File: src/core/sism_pkg.sv
// Constants and state type of the interrupt status and mask block.
// Assumes one clock, a synchronous active-low reset and an 8-bit
// register port with read data one cycle after the read strobe.
//
// Contract
// - delta-pressure event sets status bit 6.
// - absolute-pressure threshold crossing sets status bit 5.
// - fill level falling to the low watermark sets status bit 3.
// - fill level rising to the high watermark sets status bit 2.
// - fetch from an empty queue sets status bit 1.
// - write into a full queue sets status bit 0.
// - a flag stays set until the host writes one; zero leaves it.
// - mask bit one masks its source; bits 6,5,3,2,1,0 as status.
// - high watermark of zero disables the high watermark flag.
// - high watermark is config bits 7:4, low watermark bits 3:0.
`default_nettype none

package sism_pkg;

  ////////////////////////////////////////////////////////////////////
  // register offsets
  localparam logic [7:0] ADDR_FLAGS    = 8'hC1;
  localparam logic [7:0] ADDR_MASKS    = 8'hC2;
  localparam logic [7:0] ADDR_QUEUECFG = 8'hC3;

  // reset values
  localparam logic [7:0] RST_FLAGS     = 8'h00;
  localparam logic [7:0] RST_MASKS     = 8'h00;
  localparam logic [7:0] RST_QUEUECFG  = 8'h00;
  localparam logic [7:0] RD_UNMAPPED   = 8'h00;
  localparam logic [4:0] RST_LEVEL     = 5'h00;

  ////////////////////////////////////////////////////////////////////
  // flag and mask bit positions
  localparam int BIT_DELTA     = 6;
  localparam int BIT_ABS       = 5;
  localparam int BIT_LOW_WM    = 3;
  localparam int BIT_HIGH_WM   = 2;
  localparam int BIT_UNDERFLOW = 1;
  localparam int BIT_OVERFLOW  = 0;

  // bits that hold state; others read zero
  localparam logic [7:0] FLAGS_IMPL = 8'h6F;
  localparam logic [7:0] MASKS_IMPL = 8'hEF;
  localparam logic [7:0] SRC_IMPL   = 8'h6F;

  // queue configuration fields
  localparam int QCFG_HIGH_LSB = 4;
  localparam int QCFG_LOW_LSB  = 0;
  localparam int WM_W          = 4;
  localparam int LEVEL_W       = 5;

  ////////////////////////////////////////////////////////////////////
  typedef struct packed {
    logic [7:0]         flags;
    logic [7:0]         masks;
    logic [7:0]         queue_cfg;
    logic [LEVEL_W-1:0] level_prev;
    logic [7:0]         rdata;
    logic               irq;
  } sism_state_t;

endpackage : sism_pkg

`default_nettype wire

File: src/core/sism_top.sv
// Interrupt status and mask logic of the pressure sensor core.
// Assumes event strobes and the queue fill level come from logic
// on mclk_i, so no synchronisers are needed on them.
`default_nettype none

module sism_top (
  // clock and reset
  input  wire logic       mclk_i,
  input  wire logic       nrst_i,
  // register port
  input  wire logic [7:0] reg_addr_i,
  input  wire logic [7:0] reg_wdata_i,
  input  wire logic       reg_wr_i,
  input  wire logic       reg_rd_i,
  output logic      [7:0] reg_rdata_o,
  // event strobes from the measurement path
  input  wire logic       delta_evt_i,
  input  wire logic       abs_evt_i,
  input  wire logic       underflow_evt_i,
  input  wire logic       overflow_evt_i,
  // queue fill level
  input  wire logic [4:0] queue_level_i,
  // watermark settings out to the queue
  output logic      [3:0] queue_high_level_setting_o,
  output logic      [3:0] queue_low_level_setting_o,
  // interrupt
  output logic            irq_o
);

  ////////////////////////////////////////////////////////////////////
  // state
  sism_pkg::sism_state_t q;
  sism_pkg::sism_state_t d;

  ////////////////////////////////////////////////////////////////////
  // watermark fields
  logic [sism_pkg::WM_W-1:0]    wm_high;
  logic [sism_pkg::WM_W-1:0]    wm_low;
  logic [sism_pkg::LEVEL_W-1:0] wm_high_ext;
  logic [sism_pkg::LEVEL_W-1:0] wm_low_ext;

  assign wm_high =
    q.queue_cfg[sism_pkg::QCFG_HIGH_LSB +: sism_pkg::WM_W];
  assign wm_low  =
    q.queue_cfg[sism_pkg::QCFG_LOW_LSB +: sism_pkg::WM_W];
  assign wm_high_ext = {1'b0, wm_high};
  assign wm_low_ext  = {1'b0, wm_low};

  ////////////////////////////////////////////////////////////////////
  // watermark crossings
  // only a change of level in the right direction counts, so a
  // level that sits on the watermark raises the flag once
  logic level_up;
  logic level_down;
  logic low_hit;
  logic high_hit;

  assign level_up   = queue_level_i > q.level_prev;
  assign level_down = queue_level_i < q.level_prev;

  assign low_hit  = level_down
                  && (queue_level_i == wm_low_ext);
  assign high_hit = level_up
                  && (queue_level_i == wm_high_ext)
                  && (wm_high != 4'h0);

  ////////////////////////////////////////////////////////////////////
  // event vector in flag layout
  logic [7:0] evt;

  always_comb begin
    evt = 8'h00;
    evt[sism_pkg::BIT_DELTA]     = delta_evt_i;
    evt[sism_pkg::BIT_ABS]       = abs_evt_i;
    evt[sism_pkg::BIT_LOW_WM]    = low_hit;
    evt[sism_pkg::BIT_HIGH_WM]   = high_hit;
    evt[sism_pkg::BIT_UNDERFLOW] = underflow_evt_i;
    evt[sism_pkg::BIT_OVERFLOW]  = overflow_evt_i;
  end

  ////////////////////////////////////////////////////////////////////
  // register decode
  logic wr_flags;
  logic wr_masks;
  logic wr_qcfg;

  assign wr_flags = reg_wr_i
                  && (reg_addr_i == sism_pkg::ADDR_FLAGS);
  assign wr_masks = reg_wr_i
                  && (reg_addr_i == sism_pkg::ADDR_MASKS);
  assign wr_qcfg  = reg_wr_i
                  && (reg_addr_i == sism_pkg::ADDR_QUEUECFG);

  // write-one-to-clear pattern for the flags
  logic [7:0] clr;

  assign clr = wr_flags ? reg_wdata_i : 8'h00;

  ////////////////////////////////////////////////////////////////////
  // per-bit sticky flags
  // set wins over clear so an event in the clearing cycle survives
  logic [7:0] flags_nxt;

  genvar gi;
  generate
    for (gi = 0; gi < 8; gi++) begin : g_flag
      if (sism_pkg::FLAGS_IMPL[gi]) begin : g_impl
        assign flags_nxt[gi] = evt[gi]
                             | (q.flags[gi] & ~clr[gi]);
      end else begin : g_rsvd
        assign flags_nxt[gi] = 1'b0;
      end
    end
  endgenerate

  ////////////////////////////////////////////////////////////////////
  // mask register
  // bit 7 is kept as written; the host is expected to set it
  logic [7:0] masks_nxt;

  always_comb begin
    masks_nxt = q.masks;
    if (wr_masks) begin
      masks_nxt = reg_wdata_i & sism_pkg::MASKS_IMPL;
    end
  end

  ////////////////////////////////////////////////////////////////////
  // interrupt level
  // computed from next-state values so the registered output
  // follows the flags with no extra cycle
  logic [7:0] pending;
  logic       irq_nxt;

  assign pending = flags_nxt & ~masks_nxt
                 & sism_pkg::SRC_IMPL;
  assign irq_nxt = |pending;

  ////////////////////////////////////////////////////////////////////
  // read mux
  logic [7:0] rd_val;

  always_comb begin
    case (reg_addr_i)
      sism_pkg::ADDR_FLAGS: begin
        rd_val = q.flags & sism_pkg::FLAGS_IMPL;
      end
      sism_pkg::ADDR_MASKS: begin
        rd_val = q.masks & sism_pkg::MASKS_IMPL;
      end
      sism_pkg::ADDR_QUEUECFG: begin
        rd_val = q.queue_cfg;
      end
      default: begin
        rd_val = sism_pkg::RD_UNMAPPED;
      end
    endcase
  end

  ////////////////////////////////////////////////////////////////////
  // next state
  always_comb begin
    d = q;
    d.flags      = flags_nxt;
    d.masks      = masks_nxt;
    d.level_prev = queue_level_i;
    d.irq        = irq_nxt;
    // read data stands for one cycle only
    d.rdata      = 8'h00;
    if (reg_rd_i) begin
      d.rdata = rd_val;
    end
    if (wr_qcfg) begin
      d.queue_cfg = reg_wdata_i;
    end
  end

  ////////////////////////////////////////////////////////////////////
  // state register
  always_ff @(posedge mclk_i) begin
    if (!nrst_i) begin
      q.flags      <= sism_pkg::RST_FLAGS;
      q.masks      <= sism_pkg::RST_MASKS;
      q.queue_cfg  <= sism_pkg::RST_QUEUECFG;
      q.level_prev <= sism_pkg::RST_LEVEL;
      q.rdata      <= sism_pkg::RD_UNMAPPED;
      q.irq        <= 1'b0;
    end else begin
      q <= d;
    end
  end

  ////////////////////////////////////////////////////////////////////
  // outputs
  assign reg_rdata_o                = q.rdata;
  assign irq_o                      = q.irq;
  assign queue_high_level_setting_o = wm_high;
  assign queue_low_level_setting_o  = wm_low;

endmodule : sism_top

`default_nettype wire

File: config.mk
export PLATFORM = sky130hd
export DESIGN_NAME = sism_top
export DESIGN_NICKNAME = d
export VERILOG_FILES = /design/src/core/sism_pkg.sv /design/src/core/sism_top.sv
export SDC_FILE = /design/constraint.sdc
export NUM_CORES = 1
export LEC_CHECK = 0
export BUFFER_PORTS_ARGS = -buffer_cell sky130_fd_sc_hd__buf_2
export CAP_MARGIN = 40
export CORE_UTILIZATION = 52
export DETAILED_ROUTE_END_ITERATION = 12
export PLACE_DENSITY = 0.87
export SLEW_MARGIN = 20
export SYNTH_ARGS = -nofsm -noshare
export SYNTH_HDL_FRONTEND = slang
export SYNTH_SLANG_ARGS = --single-unit
File: constraint.sdc
create_clock -name mclk_i -period 2.1 [get_ports mclk_i]
set_input_delay 0 -clock mclk_i [delete_from_list [all_inputs] [get_ports mclk_i]]
set_output_delay 0 -clock mclk_i [all_outputs]
set_load 0.01 [all_outputs]
==> results.sh, run 1 <==
export IMPL_status="finished clean"
export IMPL_critPathCapture="irq_o"
export IMPL_fillCellCount=231
export IMPL_crit_fanout=5
export IMPL_dieArea_mm2=0.00362
export IMPL_power_frac_seq_pct=47.1
export IMPL_synth_main_ff_cell="dfxtp_1"
export IMPL_final_max_slew_viol_count=0
export IMPL_fin_crit_ps=1970
export IMPL_final_util_pct=70.1
export IMPL_fin_ws_ps=128
export IMPL_die_w_um=60.2
export IMPL_combPwrFrac_pct=11.4
export IMPL_place_congestion=0.874
export IMPL_pre_cts_slack_ps=164
export IMPL_period_share_pct=93.9
export IMPL_antenna_found_initial=0
export IMPL_crit_path_start="queue_level_i[3]"
export IMPL_grt_pass1_vias=1422
export IMPL_critical_path_class="in2reg"
export IMPL_clkTransAtPathRegs_ps=100
export IMPL_max_clock_freq_ghz=0.507
export IMPL_hold_viol=0
export IMPL_postSynthCellCount=192
export IMPL_start_util_pct=56.3
export IMPL_cts_buffers=5
export IMPL_endpoint_kind="flip-flop"
export IMPL_num_io_pins=46
export IMPL_ys_ff_latch=35
export IMPL_cap_violations=0
export IMPL_hold_path_startpoint="nrst_i"
export IMPL_worstPathArrival_ps=2250
export IMPL_syn_cell_area_mm2=0.00176
export IMPL_slew_headroom_pct=67.5
export IMPL_avgViaCountPerCell=5.51
export IMPL_fp_dieH_um=60.2
export IMPL_cts_buffer_depth=2
export IMPL_grt_overflow=0
export IMPL_r2r_end="irq_o"
export IMPL_num_rows=20
export IMPL_wl_per_cell_um=14.7
export IMPL_rrSetupSlack_ps=130
export IMPL_clk_latency_ps=340
export IMPL_cts_tree="done"
export IMPL_p_switching_uw=318
export IMPL_via_count=1575
export IMPL_synthTopCellsByArea="dfxtp_1 40%, buf_4 7.2%, mux2i_1 6.3%"
export IMPL_async_reset_ff_share_pct=0
export IMPL_clock_root_buffer="clkbuf_4"
export IMPL_r2r_start="q[12]"
export IMPL_ff2ff_path_depth=8
export IMPL_total_leakage_power_uw=0.00100
export IMPL_ant_nets=0
export IMPL_synth_top_cell_area_share_pct=39.8
export IMPL_tns_ps=0
export IMPL_route_detailed_drc=0
export IMPL_hp_class="in2reg"
export IMPL_syn_nets=226
export IMPL_synth_distinct_cells=41
export IMPL_p_per_area_mw_per_mm2=661
export IMPL_drive_gt1_share_pct=27.7
export IMPL_intPower_uw=1130
export IMPL_area_growth_pct=24.5
export IMPL_wirelength_um=4190
export IMPL_nNetsFinal=275
export IMPL_ys_seq_area_share_pct=39.8
export IMPL_cp_start_kind="primary input"
export IMPL_drt_iter0_markers=86
export IMPL_synth_avg_cell_area_um2=9.18
export IMPL_synth_edf_count=0
export IMPL_switching_share_pct=22.0
export IMPL_skew_ps=12.4
export IMPL_critPathRequiredTime_ps=2380
export IMPL_synth_area_leader_cell="dfxtp_1"
export IMPL_diodes=0
export IMPL_grt_pass1_wl_um=6400
export IMPL_first_pass_iters=4
export IMPL_io_buffer_count=45
export IMPL_cts_sinks=35
export IMPL_tightest_slew_ps=485
export IMPL_grt_usage_pct=24.7
export IMPL_pwr_share_clk_pct=41.5
export IMPL_core_mm2=0.00313
export IMPL_ir_worst_vdd_uv=435
export IMPL_htreeDepth=2
export IMPL_ys_warn_count=0
export IMPL_dp_hpwl_um=2690
export IMPL_setup_viol=0
export IMPL_grt_max_degree=18
-- kinds of logic after synthesis --
group                      after synthesis  synth area share, %
xor gates and xnor gates                 7                 3.48
AOI/OAI and AO/OA                       31                 12.4
buffers and inverters                   31                 10.4
adders and majority gates                5                 3.55
and+or+nand+nor                         65                 19.6
DFF                                     35                 39.8
muxes                                   18                 10.7
-- worst max-delay path, cell delays in order --
cell and delay [ps]:
dlygate4sd3_1 530, buf_2 160, ha_1 330, o21ai_0 250
o221ai_2 180, nor4_2 340, o21ai_1 110, a41oi_1 230
a211o_1 120
-- registers in the layout, summed over array words and instances, names as in the netlist --
register and flops:
queue_low_level_setting_o 4, reg_rdata_o 8, irq_o 1, queue_high_level_setting_o 4, q 18
-- per-layer routing --
metal / track usage, % / vias to the layer above / share of wire (%)
met4: 11.6 / 0 / 2.1
li1: - / 748 / -
met3: 6.06 / 12 / 6.8
met5: 0 / - / 0
met1: 28.9 / 733 / 42
met2: 41.9 / 82 / 49
-- per-stage QoR --
step                      instance area (um2)  hold WS, ps  instances  total power, uW
after global routing                     2190         15.7        286             1500
after global placement                   1900          239        259              822
after floorplan                          1760          117        192              768
final                                    2190         22.7        286             1450
after detailed placement                 1900          239        259              825
after CTS                                2190         11.2        286             1450
-- how the worst min path moves through the flow --
stage | end | slack [ps] | cells after the start
after global routing | q[33] | 20 | 2
after floorplan | q[36] | 120 | 2
final | q[33] | 20 | 2
after global placement | queue_high_level_setting_o[0] | 240 | 3
after detailed placement | queue_high_level_setting_o[0] | 240 | 3
after CTS | q[33] | 10 | 2
-- layout by cell type, fill, tap and decap left out, types with 2 or more instances in the layout --
cell type | Yosys | layout
inv_1 | 7 | 7
xnor2_1 | 3 | 3
nand3_2 | 2 | 2
nor2_1 | 22 | 22
ha_1 | 5 | 5
and2_1 | 6 | 6
a21boi_0 | 2 | 2
nor2b_1 | 4 | 4
nor3_1 | 2 | 2
nand2b_1 | 2 | 2
dfxtp_1 | 35 | 35
xor2_1 | 4 | 4
o21ai_0 | 5 | 5
a21oi_1 | 7 | 7
nand2_1 | 10 | 10
buf_2 | 3 | 45
a22oi_1 | 6 | 6
nand4_1 | 2 | 2
mux2_2 | 7 | 7
nand3_1 | 8 | 8
bufinv_16 | 0 | 2
o211ai_1 | 2 | 2
dlygate4sd3_1 | 0 | 19
mux2i_1 | 11 | 11
clkbuf_4 | 0 | 5
-- area by class of cell --
class                      count  area (um2)  share of cell area, %
inverter                       8        30.0                   1.37
sequential                    35         701                   31.9
tap                           44        55.1                   2.51
clock inverter                 2        60.1                   2.74
timing repair buffer          65         423                   19.3
multi-input combinational    126         883                   40.3
clock buffer                   6        41.3                   1.88
-- timing repair --
action                                  in CTS  in global routing
resized for setup                            0                  1
endpoints found under the setup margin       0                  1
hold endpoints to repair                    24                  0
hold buffers                                19                  0
buffers inserted                             0                  0
-- Yosys cell counts (all sizes together), types with 3 or more instances --
cell type	instances
ha	5
dfxtp	35
mux2i	11
clkbuf	3
nand3	10
nor2	22
o21ai	6
mux2	7
xnor2	3
inv	7
a21boi	3
a21oi	7
buf	20
xor2	4
a22oi	6
and2	6
nor2b	4
nand2	10
-- power by group through the flow --
stage	Clock (uW)	Combinational (uW)	Sequential, uW
2_1_floorplan	0	71.9	696
3_3_place_gp	0	125	697
3_5_place_dp	0	128	697
4_1_cts	606	157	682
5_1_grt	636	179	684
6_report	602	165	683
Power figures use the tool's default switching activity.
==> run 2, diff against run 1 <==
Settings changed: RECOVER_POWER set to 50.
==> results.sh, run 2 (same netlist as run 1, synthesis figures left out) <==
export IMPL_fillCellCount=242
export IMPL_crit_path_start="queue_level_i[3]"
export IMPL_cts_buffers=5
export IMPL_avgViaCountPerCell=5.52
export IMPL_largest_reg_flops=18
export IMPL_cts_setup_buffers=0
export IMPL_grt_usage_pct=24.7
export IMPL_hold_viol=0
export IMPL_start_util_pct=56.3
export IMPL_combPwrFrac_pct=11.3
export IMPL_cap_violations=0
export IMPL_antenna_found_initial=0
export IMPL_pwr_share_clk_pct=41.5
export IMPL_regMostFlops="q"
export IMPL_worstPathArrival_ps=2310
export IMPL_dieArea_mm2=0.00362
export IMPL_die_w_um=60.2
export IMPL_cts_tree="done"
export IMPL_area_growth_pct=23.4
export IMPL_wl_per_cell_um=14.6
export IMPL_skew_ps=9.64
export IMPL_max_clock_freq_ghz=0.494
export IMPL_grt_pass1_vias=1422
export IMPL_io_buffer_count=45
export IMPL_tightest_slew_ps=594
export IMPL_design_area_mm2=0.00217
export IMPL_hold_path_startpoint="reg_addr_i[0]"
export IMPL_ff2ff_path_depth=8
export IMPL_endpoint_kind="flip-flop"
export IMPL_switching_share_pct=21.9
export IMPL_diodes=0
export IMPL_grt_pass1_wl_um=6400
export IMPL_hold_slack_ps=45.0
export IMPL_critical_path_class="in2reg"
export IMPL_p_per_area_mw_per_mm2=665
export IMPL_core_mm2=0.00313
export IMPL_dp_hpwl_um=2690
export IMPL_cts_buffer_depth=2
export IMPL_ant_nets=0
export IMPL_tns_ps=0
export IMPL_r2r_start="q[12]"
export IMPL_final_max_slew_viol_count=0
export IMPL_p_switching_uw=316
export IMPL_place_congestion=0.874
export IMPL_route_detailed_drc=0
export IMPL_nNetsFinal=275
export IMPL_fin_crit_ps=2030
export IMPL_crit_fanout=5
export IMPL_cts_sinks=35
export IMPL_ir_worst_vdd_uv=433
export IMPL_hp_class="in2reg"
export IMPL_setup_viol=0
export IMPL_drt_iter0_markers=83
export IMPL_critPathRequiredTime_ps=2380
export IMPL_grt_max_degree=18
export IMPL_r2r_end="irq_o"
export IMPL_first_pass_iters=4
export IMPL_grt_overflow=0
export IMPL_clkTransAtPathRegs_ps=110
export IMPL_power_frac_seq_pct=47.2
export IMPL_clk_latency_ps=340
export IMPL_num_io_pins=46
export IMPL_min_path_cells=3
export IMPL_total_leakage_power_uw=0.000944
export IMPL_period_share_pct=96.5
export IMPL_fp_dieH_um=60.2
export IMPL_via_count=1580
export IMPL_cp_start_kind="primary input"
export IMPL_status="finished clean"
export IMPL_drive_gt1_share_pct=21.5
export IMPL_final_common_cell="dfxtp_1"
export IMPL_wirelength_um=4190
export IMPL_intPower_uw=1130
export IMPL_clock_root_buffer="clkbuf_4"
export IMPL_p_total_uw=1450
export IMPL_num_rows=20
export IMPL_slew_headroom_pct=60.4
export IMPL_placed_area_mm2=0.00190
export IMPL_mostFrequentLayoutCells="35 x dfxtp_1, 30 x buf_2, 22 x nor2_1"
export IMPL_holdPathEnd="reg_rdata_o[4]"
export IMPL_htreeDepth=2
export IMPL_rrSetupSlack_ps=120
## run 2: changes by cell type in the layout (fill, tap and decap cells not counted), sizes merged
cell / delta
buf: -15
clkbuf: +15
## run 2: metrics by stage
step / utilization (%) / setup WS [ps] / instances
6_report: 69.5 / 73.7 / 286
4_1_cts: 69.9 / 119 / 286
3_5_place_dp: 60.6 / 164 / 259
2_1_floorplan: - / 354 / 192
5_1_grt: 69.5 / -86.7 / 286
3_3_place_gp: 60.6 / 256 / 259
## run 2: worst max path at each step
stage	endpoint	slack, ps	cells past startpoint
after floorplan	irq_o	350	8
after global routing	irq_o	-90	9
after global placement	irq_o	260	8
final	irq_o	70	9
after CTS	irq_o	120	9
after detailed placement	irq_o	160	8
## run 2: layer usage
| metal | vias up | wire (um) | GRT usage, % |
|---|---|---|---|
| li1 | 749 | - | - |
| met1 | 727 | 1740 | 28.9 |
| met2 | 85 | 2040 | 41.9 |
| met3 | 19 | 281 | 6.06 |
| met4 | 0 | 125 | 11.6 |
| met5 | - | 0 | 0 |
## run 2: repair_timing
item / in CTS / in global routing
hold endpoints to repair: 24 / 0
hold buffers: 19 / 0
setup endpoints to repair: 0 / 1
resized for setup: 0 / 1
## run 2: power by group through the flow
stage	logic, uW	clock network [uW]	registers (uW)
final	163	600	682
after global routing	177	636	684
after CTS	157	606	682
after detailed placement	128	0	697
after global placement	125	0	697
after floorplan	71.9	0	696
## run 2: final cells by class
type	instances	area, um2	share of cell area (%)
clock buffers	6	41.3	1.90
well taps	44	55.1	2.53
flip-flops and latches	35	701	32.2
inverters	8	30.0	1.38
clock inverters	2	60.1	2.76
repair buffers	65	404	18.6
multi-input cells	126	883	40.6
## run 2: critical path: stages
cell and delay (ps):
dlygate4sd3_1 530, clkbuf_1 160, ha_1 350, o21ai_0 280, o221ai_2 180, nor4_2 340, o21ai_1 110, a41oi_1 230
a211o_1 120
